<file path="src/rtl/mrr_pkg.sv">
/*
 * Package for the mains reconnection release block: timing and width constants.
 * Assumes a 100 MHz system clock; all users reference names with the package scope.
 */
`default_nettype none
package mrr_pkg;
    // System clock period in nanoseconds.
    localparam int unsigned CLK_PERIOD_NS     = 10;
    // Number of decoupling trigger inputs per instance.
    localparam int unsigned NUM_DECOUPLE      = 6;
    // Default settle delay in milliseconds.
    localparam int unsigned SETTLE_DEFAULT_MS = 20;
    // Default settle delay in clock cycles, derived from the time and the rate.
    localparam int unsigned SETTLE_DEFAULT_CYC = SETTLE_DEFAULT_MS * 1000000 / CLK_PERIOD_NS;
    // Width of the settle counter and of the settle delay ports.
    localparam int unsigned SETTLE_W          = 32;
    // Number of independent reconnection instances.
    localparam int unsigned NUM_INST          = 2;
    // Evaluation state machine.
    typedef enum logic [1:0] {
        MRR_IDLE,
        MRR_EVAL,
        MRR_RELEASE
    } mrr_state_t;
endpackage
`default_nettype wire

</file>
<file path="src/rtl/mrr_top.sv">
/*
 * Mains reconnection release logic: two independent instances, each with a
 * trigger stage, an evaluation phase with settle timer, and a release output.
 * Assumes breaker, trip and limit-check inputs arrive asynchronously from pins
 * or other logic; every such input is double-synchronised before use.
 * Configuration inputs are quasi-static and are read directly.
 */
`default_nettype none
module mrr_top #(
    parameter int unsigned NI = mrr_pkg::NUM_INST,
    parameter int unsigned ND = mrr_pkg::NUM_DECOUPLE
) (
    input  wire logic                              clk_i,
    input  wire logic                              rst_n_i,
    input  wire logic [NI-1:0]                     enable_i,
    input  wire logic [NI-1:0]                     vt_sup_en_i,
    input  wire logic [NI-1:0]                     brk_assigned_i,
    input  wire logic [NI*ND-1:0]                  dec_assigned_i,
    input  wire logic [NI-1:0]                     use_meas_i,
    input  wire logic [NI-1:0]                     use_ext_i,
    input  wire logic [NI*mrr_pkg::SETTLE_W-1:0]   settle_cyc_i,
    input  wire logic [NI-1:0]                     block_i,
    input  wire logic [NI-1:0]                     vt_fuse_fail_in,
    input  wire logic [NI-1:0]                     external_block_in,
    input  wire logic [NI-1:0]                     brk_closed_i,
    input  wire logic [NI*ND-1:0]                  decouple_i,
    input  wire logic [NI-1:0]                     volt_in_lim_i,
    input  wire logic [NI-1:0]                     freq_in_lim_i,
    input  wire logic [NI-1:0]                     ext_voltage_ok_in,
    output logic      [NI-1:0]                     eval_o,
    output logic      [NI-1:0]                     release_o
);
    // One reconnection instance per loop pass, each fully independent.
    for (genvar g = 0; g < NI; g++) begin : g_inst
        mrr_inst #(
            .ND (ND)
        ) u_inst (
            .clk_i             (clk_i),
            .rst_n_i           (rst_n_i),
            .enable_i          (enable_i[g]),
            .vt_sup_en_i       (vt_sup_en_i[g]),
            .brk_assigned_i    (brk_assigned_i[g]),
            .dec_assigned_i    (dec_assigned_i[g*ND +: ND]),
            .use_meas_i        (use_meas_i[g]),
            .use_ext_i         (use_ext_i[g]),
            .settle_cyc_i      (settle_cyc_i[g*mrr_pkg::SETTLE_W +: mrr_pkg::SETTLE_W]),
            .block_i           (block_i[g]),
            .vt_fuse_fail_in   (vt_fuse_fail_in[g]),
            .external_block_in (external_block_in[g]),
            .brk_closed_i      (brk_closed_i[g]),
            .decouple_i        (decouple_i[g*ND +: ND]),
            .volt_in_lim_i     (volt_in_lim_i[g]),
            .freq_in_lim_i     (freq_in_lim_i[g]),
            .ext_voltage_ok_in (ext_voltage_ok_in[g]),
            .eval_o            (eval_o[g]),
            .release_o         (release_o[g])
        );
    end
endmodule

module mrr_inst #(
    parameter int unsigned ND = mrr_pkg::NUM_DECOUPLE
) (
    input  wire logic                          clk_i,
    input  wire logic                          rst_n_i,
    input  wire logic                          enable_i,
    input  wire logic                          vt_sup_en_i,
    input  wire logic                          brk_assigned_i,
    input  wire logic [ND-1:0]                 dec_assigned_i,
    input  wire logic                          use_meas_i,
    input  wire logic                          use_ext_i,
    input  wire logic [mrr_pkg::SETTLE_W-1:0]  settle_cyc_i,
    input  wire logic                          block_i,
    input  wire logic                          vt_fuse_fail_in,
    input  wire logic                          external_block_in,
    input  wire logic                          brk_closed_i,
    input  wire logic [ND-1:0]                 decouple_i,
    input  wire logic                          volt_in_lim_i,
    input  wire logic                          freq_in_lim_i,
    input  wire logic                          ext_voltage_ok_in,
    output logic                               eval_o,
    output logic                               release_o
);
    // Width of the synchronised bundle: block, fuse, ext block, breaker, volt,
    // freq, external ok, then decoupling inputs.
    localparam int unsigned SW = ND + 7;

    logic [SW-1:0]              sync1_ff;   // First synchroniser stage only.
    logic [SW-1:0]              sync2_ff;   // Second stage, safe to read.
    logic                       brk_d_ff;   // Breaker state one cycle ago.
    logic                       ok_d_ff;    // Limit conditions (lim_ok) one cycle ago.
    logic                       extok_d_ff; // External ok one cycle ago.
    logic [ND-1:0]              dec_d_ff;   // Decoupling inputs one cycle ago.
    logic [mrr_pkg::SETTLE_W-1:0] cnt_ff;   // Settle timer.
    logic [mrr_pkg::SETTLE_W-1:0] nxt_cnt;
    mrr_pkg::mrr_state_t        state_ff;
    mrr_pkg::mrr_state_t        nxt_state;
    logic                       eval_ff;    // Evaluating flag, held in a flip-flop.
    logic                       rel_ff;     // Release level, held in a flip-flop.

    // Two flip-flops before any logic sees a pin-side level.
    always_ff @(posedge clk_i or negedge rst_n_i) begin
        if (!rst_n_i) begin
            sync1_ff <= '0;
            sync2_ff <= '0;
        end else begin
            sync1_ff <= {decouple_i, ext_voltage_ok_in, freq_in_lim_i, volt_in_lim_i,
                         brk_closed_i, external_block_in, vt_fuse_fail_in, block_i};
            sync2_ff <= sync1_ff;
        end
    end

    // Named views of the synchronised inputs.
    wire logic          s_block  = sync2_ff[0];
    wire logic          s_fuse   = sync2_ff[1];
    wire logic          s_exblk  = sync2_ff[2];
    wire logic          s_brk    = sync2_ff[3];
    wire logic          s_volt   = sync2_ff[4];
    wire logic          s_freq   = sync2_ff[5];
    wire logic          s_extok  = sync2_ff[6];
    wire logic [ND-1:0] s_dec    = sync2_ff[SW-1:7];

    // Only assigned decoupling inputs take part.
    wire logic [ND-1:0] dec_act  = s_dec & dec_assigned_i;
    wire logic          dec_any  = |dec_act;
    wire logic          dec_rise = |(dec_act & ~dec_d_ff);
    wire logic          dec_mode = |dec_assigned_i;
    wire logic          brk_fall = brk_assigned_i & brk_d_ff & ~s_brk;
    wire logic          brk_rise = brk_assigned_i & ~brk_d_ff & s_brk;

    // Whole function is blocked by deactivation, blocks or configured fuse fail.
    wire logic blocked = ~enable_i | s_block | s_exblk
                         | (vt_sup_en_i & s_fuse);

    // Voltage validity from measurement and/or external signal.
    wire logic volt_ok = (~use_meas_i | s_volt) & (~use_ext_i | s_extok);
    // Limit conditions without the decoupling term.
    wire logic lim_ok  = volt_ok & s_freq;
    // Full release condition set during evaluation.
    wire logic cond_ok = ~dec_any & lim_ok;

    // Out-of-range or external-ok falling edge as a trigger source.
    wire logic lim_fall = (ok_d_ff & ~lim_ok) | (use_ext_i & extok_d_ff & ~s_extok);

    // Trigger by assignment mode.
    wire logic trig = (brk_assigned_i & dec_mode) ? (brk_fall & dec_any)
                    : brk_assigned_i              ? brk_fall
                    : dec_mode                    ? dec_rise
                    :                               lim_fall;

    // Reasons to drop a standing release.
    wire logic drop = ~lim_ok | brk_rise | (dec_mode & dec_rise)
                    | (dec_mode & brk_assigned_i & dec_any);

    wire logic timer_done = (cnt_ff >= settle_cyc_i);

    // Next state and settle counter.
    always_comb begin
        nxt_state = state_ff;
        nxt_cnt   = cnt_ff;
        if (blocked) begin
            // Blocked: all activity suppressed and the timer cleared.
            nxt_state = mrr_pkg::MRR_IDLE;
            nxt_cnt   = '0;
        end else begin
            unique case (state_ff)
                mrr_pkg::MRR_IDLE: begin
                    // Wait for the trigger of the configured mode.
                    nxt_cnt = '0;
                    if (trig) begin
                        nxt_state = mrr_pkg::MRR_EVAL;
                    end
                end
                mrr_pkg::MRR_EVAL: begin
                    // Run timer while all conditions hold; any failure restarts it.
                    if (!cond_ok) begin
                        nxt_cnt = '0;
                    end else if (timer_done) begin
                        nxt_state = mrr_pkg::MRR_RELEASE;
                        nxt_cnt   = '0;
                    end else begin
                        nxt_cnt = cnt_ff + 1'b1;
                    end
                end
                mrr_pkg::MRR_RELEASE: begin
                    // A dropping event ends release; a trigger in the same cycle re-enters evaluation.
                    nxt_cnt = '0;
                    if (drop) begin
                        nxt_state = trig ? mrr_pkg::MRR_EVAL : mrr_pkg::MRR_IDLE;
                    end
                end
                default: begin
                    nxt_state = mrr_pkg::MRR_IDLE;
                end
            endcase
        end
    end

    // Output levels decoded from the next state, so that both flags leave flip-flops
    // and still change on the same edge as the state register.
    wire logic nxt_eval = (nxt_state == mrr_pkg::MRR_EVAL);
    wire logic nxt_rel  = (nxt_state == mrr_pkg::MRR_RELEASE);

    // State, edge history, counter and output registers.
    always_ff @(posedge clk_i or negedge rst_n_i) begin
        if (!rst_n_i) begin
            state_ff   <= mrr_pkg::MRR_IDLE;
            cnt_ff     <= '0;
            brk_d_ff   <= 1'b0;
            ok_d_ff    <= 1'b0;
            extok_d_ff <= 1'b0;
            dec_d_ff   <= '0;
            eval_ff    <= 1'b0;
            rel_ff     <= 1'b0;
        end else begin
            state_ff   <= nxt_state;
            cnt_ff     <= nxt_cnt;
            brk_d_ff   <= s_brk;
            ok_d_ff    <= lim_ok;
            extok_d_ff <= s_extok;
            dec_d_ff   <= dec_act;
            eval_ff    <= nxt_eval;
            rel_ff     <= nxt_rel;
        end
    end

    // Outputs straight from their registers; the flag falls as release rises.
    assign eval_o    = eval_ff;
    assign release_o = rel_ff;

    AST_BLOCK_NO_OUT: assert property (@(posedge clk_i) disable iff (!rst_n_i)
        blocked |=> !release_o && !eval_o)
        else $error("Output active one cycle after block.");
    AST_FUSE: assert property (@(posedge clk_i) disable iff (!rst_n_i)
        (vt_sup_en_i && s_fuse) |=> !release_o)
        else $error("Release with fuse fail.");
    AST_EXT_BLOCK: assert property (@(posedge clk_i) disable iff (!rst_n_i)
        s_exblk |=> !release_o)
        else $error("Release with external block.");
    AST_EVAL_TO_REL: assert property (@(posedge clk_i) disable iff (!rst_n_i)
        $rose(release_o) |-> $past(eval_o) && !eval_o)
        else $error("Release not preceded by evaluation.");
    AST_SETTLE: assert property (@(posedge clk_i) disable iff (!rst_n_i)
        (eval_o && !blocked && cond_ok && timer_done) |=> release_o)
        else $error("Release missing after timer.");
    AST_COND_REL: assert property (@(posedge clk_i) disable iff (!rst_n_i)
        $rose(release_o) |-> $past(cond_ok))
        else $error("Release with conditions unmet.");
    AST_RESTART: assert property (@(posedge clk_i) disable iff (!rst_n_i)
        (eval_o && !cond_ok && !blocked) |=> cnt_ff == '0)
        else $error("Timer not restarted.");
    AST_COMBINED: assert property (@(posedge clk_i) disable iff (!rst_n_i)
        (brk_assigned_i && dec_mode && !eval_o && !release_o && $rose(eval_o) == 1'b0
         && !(brk_fall && dec_any)) |=> !eval_o)
        else $error("Combined mode entered without trigger.");
    AST_DROP: assert property (@(posedge clk_i) disable iff (!rst_n_i)
        (release_o && !lim_ok) |=> !release_o)
        else $error("Release held after limit failure.");
    AST_NOTRIG: assert property (@(posedge clk_i) disable iff (!rst_n_i)
        (!brk_assigned_i && !dec_mode && !blocked && !eval_o && !release_o && lim_fall)
        |=> eval_o)
        else $error("No-assignment trigger missed.");
endmodule
`default_nettype wire

</file>
<file path="config.mk">
export PLATFORM = sky130hd
export DESIGN_NAME = mrr_top
export DESIGN_NICKNAME = d
export VERILOG_FILES = /design/src/rtl/mrr_pkg.sv /design/src/rtl/mrr_top.sv
export SDC_FILE = /design/constraint.sdc
export NUM_CORES = 1
export LEC_CHECK = 0
export ABC_CLOCK_PERIOD_IN_PS = 3100
export BUFFER_PORTS_ARGS = -buffer_cell sky130_fd_sc_hd__buf_2
export CAP_MARGIN = 20
export CORE_MARGIN = 2
export CORE_UTILIZATION = 43
export DETAILED_ROUTE_END_ITERATION = 12
export GPL_TIMING_DRIVEN = 0
export PLACE_DENSITY = 0.7
export REMOVE_ABC_BUFFERS = 1
export SLEW_MARGIN = 5
export SYNTH_ARGS = -nofsm -noshare
export SYNTH_HDL_FRONTEND = slang
export SYNTH_SLANG_ARGS = --single-unit
</file>
<file path="constraint.sdc">
create_clock -name clk_i -period 3.1 [get_ports clk_i]
set_input_delay 0.31 -clock clk_i [delete_from_list [all_inputs] [get_ports clk_i]]
set_output_delay 0.31 -clock clk_i [all_outputs]
set_load 0.03 [all_outputs]
</file>
==> results by stage <==
Run status:
- The run finished with clean final reports.

Clocking:
- The number of buffers created by CTS is 17.
- In this run the clock root is driven by a sky130_fd_sc_hd__clkbuf_16.
- In this run the deepest clock path goes through 2 buffers.
- The CTS sink count is between 100 and 150.
- The CTS tree is built.
- Clock-pin slew was measured on the worst setup and hold paths at around 0.060 ns.
- The clock latency reported for the late side of the worst-skew pair is between 0.4 and 0.5 ns.
- CTS built an H-tree with a depth of 4.

Synthesis:
- The number of synthesized flops with an enable pin is 0.
- The largest area contributor in the synthesized netlist is sky130_fd_sc_hd__dfrtp_1.
- Among all cell types in the netlist, the one instantiated most often is sky130_fd_sc_hd__dfrtp_1.
- The number of warnings printed during yosys synthesis is 0.
- Counting instances in the post-synthesis netlist gives the leading cell types as 142 x sky130_fd_sc_hd__dfrtp_1, 105 x sky130_fd_sc_hd__nand2_1, 87 x sky130_fd_sc_hd__inv_1.
- Among all flip-flop cells after synthesis, the most frequent one is sky130_fd_sc_hd__dfrtp_1.
- The count of mapped cells out of synthesis is 877.
- The synthesized design contains 142 register bits.
- The average size of a mapped cell is around 9.3 µm².
- The number of unique standard cell types used by synthesis is 60.
- After synthesis the cells add up to around 0.0082 mm².
- In the post-synthesis netlist, the biggest area contributors are sky130_fd_sc_hd__dfrtp_1 43%, sky130_fd_sc_hd__ha_1 10%, sky130_fd_sc_hd__nand2_1 4.8%.
- The share of the Yosys chip area taken by registers is between 40% and 50%.
- The share of synthesized area in the top cell type comes to between 40 and 50%.
- After synthesis, the share of flip-flops with an asynchronous set or reset is 100%.

Finish:
- After the last flow step, the layout net total stands at between 1000 and 1500.
- The growth of design area from synthesis to finish is 23.1%.
- The final standard cell count with taps included and fillers excluded is 1266.
- The fraction of final layout cells sized beyond drive strength 1 is a little under a fifth.
- The number of antenna repair diodes is 0.
- Registers take 0.00355 mm².
- The multi-input combinational cells in the finished layout cover a total of 0.00429 mm².
- Cells fill a little over half of the core in the end.
- The count of fill cells added during filler insertion is between 1500 and 2000.
- After routing the design area is between 0.01 and 0.015 mm².

Critical path:
- The depth of the most critical reg-to-reg path is 8.
- The worst setup path is of the reg -> reg kind.
- For the worst setup path, the data required time is between 3 and 4 ns.
- The register-to-register setup slack is approximately 0.065 ns.
- The worst reg2reg path endpoint is g_inst[0].u_inst.cnt_ff[10].
- The biggest fanout along the worst timing path is 7.
- The dominant cell type by count on the critical path is sky130_fd_sc_hd__or4_4.
- The critical path depth is 8.
- The slowest stage cell on the critical path is sky130_fd_sc_hd__or4_4.
- The data arrival time of the critical path is about 3.3 ns.
- Tracing the worst setup path back leads to its startpoint at g_inst[0].u_inst.cnt_ff[20].
- STA classifies the critical path endpoint as a flop.
- The signal on the critical path passes through ha_1, nand4_1, or4_4, or4_4, o221a_4, buf_12, a41o_1, a22o_1.
- Following the worst setup path forward leads to its endpoint at g_inst[0].u_inst.cnt_ff[10].
- The delay of the slowest cell on the worst path is just under 0.6 ns.
- The number of buffer and inverter instances along the worst setup path is 1.
- The worst setup path is launched from a flop.
- In this design, the largest share of critical-path delay is due to simple AND/OR/NAND/NOR gates.
- The reg-to-reg critical path startpoint is g_inst[0].u_inst.cnt_ff[20].

STA:
- The clock period minus final worst setup slack is 3.04 ns.
- Setup violations remaining at the end of the flow were counted as 0.
- The relative slew slack is between 30% and 40%.
- The total negative slack for setup checks is 0 ns.
- Timing would allow up to 329 MHz.
- The number of pins exceeding their max-slew limit in the final report was 0.
- For the pin with the worst max-slew slack, the measured transition is 0.947 ns.
- After layout, the worst path uses 97.9% of the clock period.
- The final number of hold-violating endpoints is 0.
- Once routing completed, OpenROAD measured the worst setup slack at between 0.06 and 0.07 ns.
- The clock arrives with 0.00717 ns of skew.

Placement:
- The worst slack at placement is -0.291 ns.
- The number of instances in the placed design is about 1200.
- The placed cell area is about 0.0090 mm².
- The count of buffers added on input and output ports is 117.
- The post-detailed-placement half-perimeter wirelength is approximately 13000 µm.
- The congestion estimate from routability-driven global placement came to ~0.81.

Floorplanning:
- The cell row count is 50.
- Measured along the y axis, the die boundary spans approximately 140 µm.
- The die outline width is ~140 µm.
- The number of top-level pins is about 120.
- The initial utilization of the core area, before any placement, comes to 43.7%.
- The standard cell core area is 0.0187 mm².
- The area enclosed by the die boundary is a little over 0.02 mm².

Global route:
- The number of antenna violations at the first check in global routing is 0.
- The via count of the first global-routing pass is ~7000.
- The first global-routing pass estimated between 30000 and 40000 µm of wire.
- The remaining global-route overflow is 0.
- Global routing consumed, over all layers together, between 20 and 25% of the routing resources.
- Entering global routing, the biggest net connects 77 pins.

Detailed routing:
- In the routed design, unresolved DRC markers number 0.
- The first TritonRoute pass finished after 5 iterations.
- The number of vias in the routed layout is 7316.
- Dividing the detail-routed wire length by the instance count gives 15.7 µm.
- After detailed routing, the total wire length is 19800 µm.
- The post-detailed-route via-to-cell ratio is 5.78.
- In this run the remaining antenna-violating nets after routing total 0.
- The count of routing violations after the opening detailed-route iteration is between 400 and 500.

Power and ir drop:
- The maximum resistive drop on vdd is a little under 0.5 mV.
- The cell area power density is ~430 mW/mm².
- The analysis attributes to cell leakage a power of slightly below 5 nW.

Min path:
- The worst hold path belongs to the class in -> reg.

Flow run:
- The max-cap violation count is 0.
[layout make-up]
type / count / area share, %
Multi-Input combinational cell: 617 / 42.7
Tap cell: 234 / 2.91
Timing Repair Buffer: 154 / 9.75
Inverter: 87 / 3.25
Clock inverter: 14 / 1.80
Clock buffer: 18 / 4.27
Sequential cell: 142 / 35.3
[routing by layer]
layer | wire, µm | part of all wire, % | GRT usage [%] | vias up
met5 | 0 | 0 | 0 | -
met4 | 232 | 1.2 | 5.47 | 0
met3 | 1160 | 5.9 | 3.91 | 18
met2 | 9210 | 46 | 33.4 | 219
met1 | 9210 | 46 | 27.6 | 3518
li1 | - | - | - | 3561
[metrics by stage]
stage / hold WS [ns] / total power [mW]
2_1_floorplan: 0.0144 / 2.04
3_5_place_dp: 0.335 / 2.19
4_1_cts: 0.00518 / 4.34
3_3_place_gp: 0.331 / 2.18
6_report: 0.0217 / 4.29
5_1_grt: 0.00534 / 4.46
[cell families (layout without fill, tap and decap cells)]
family | count (synthesis) | count (layout) | share of synthesized area (%)
muxes | 1 | 1 | 0.122
buffers and inverters | 121 | 273 | 6.08
DFF | 142 | 142 | 43.5
AOI/OAI and AO/OA | 200 | 203 | 17.9
and+or+nand+nor | 345 | 345 | 22.1
adders and majority gates | 66 | 66 | 10.1
xor gates and xnor gates | 2 | 2 | 0.214
[state kept, by name (all words and copies together) (netlist names)]
name and count:
g_inst.u_inst.sync2_ff 26, g_inst.u_inst.dec_d_ff 12, g_inst.u_inst.state_ff 4, g_inst.u_inst.brk_d_ff 2
g_inst.u_inst.sync1_ff 26, g_inst.u_inst.release_o 2, g_inst.u_inst.cnt_ff 64, g_inst.u_inst.eval_o 2
g_inst.u_inst.ok_d_ff 2, g_inst.u_inst.extok_d_ff 2
[cell usage in the layout, fill, tap and decap left out, types with 17 or more instances in the layout]
master / instances
sky130_fd_sc_hd__nand3_1: 52
sky130_fd_sc_hd__o21ai_0: 24
sky130_fd_sc_hd__buf_2: 116
sky130_fd_sc_hd__inv_1: 87
sky130_fd_sc_hd__nand4_1: 38
sky130_fd_sc_hd__and4_1: 19
sky130_fd_sc_hd__dfrtp_1: 141
sky130_fd_sc_hd__clkbuf_16: 17
sky130_fd_sc_hd__nor2_1: 38
sky130_fd_sc_hd__a21oi_1: 28
sky130_fd_sc_hd__ha_1: 66
sky130_fd_sc_hd__dlygate4sd3_1: 24
sky130_fd_sc_hd__nand2_1: 105
sky130_fd_sc_hd__a22oi_1: 18
sky130_fd_sc_hd__or3_1: 17
[power by group]
part	leakage (nW)	internal (mW)	switching (mW)
registers	1.84	1.90	0.0166
clock network	0.296	1.28	0.827
logic	2.79	0.122	0.142
total	4.93	3.31	0.985
[worst min-delay path by stage]
stage / endpoint / startpoint / cells past startpoint / slack (ns)
floorplan: g_inst[0].u_inst.brk_d_ff / rst_n_i / 0 / 0.01
global placement: g_inst[1].u_inst.sync2_ff[9] / g_inst[1].u_inst.sync1_ff[9] / 0 / 0.33
detailed placement: g_inst[0].u_inst.sync2_ff[12] / g_inst[0].u_inst.sync1_ff[12] / 0 / 0.33
CTS: g_inst[1].u_inst.sync1_ff[3] / brk_closed_i[1] / 1 / 0.005
global route: g_inst[1].u_inst.sync1_ff[6] / ext_voltage_ok_in[1] / 1 / 0.005
finish: g_inst[1].u_inst.sync1_ff[6] / ext_voltage_ok_in[1] / 1 / 0.02
[what timing repair did]
| action | 4_1_cts | 5_1_grt |
|---|---|---|
| resized for setup | 7 | 10 |
| pin swaps | 1 | 4 |
| cloned | 2 | 1 |
| hold endpoints to repair | 89 | 0 |
| hold buffers | 24 | 0 |
| setup buffers | 3 | 2 |
| endpoints found under the setup margin | 53 | 46 |
No activity file was read; power rests on OpenSTA's default activity.
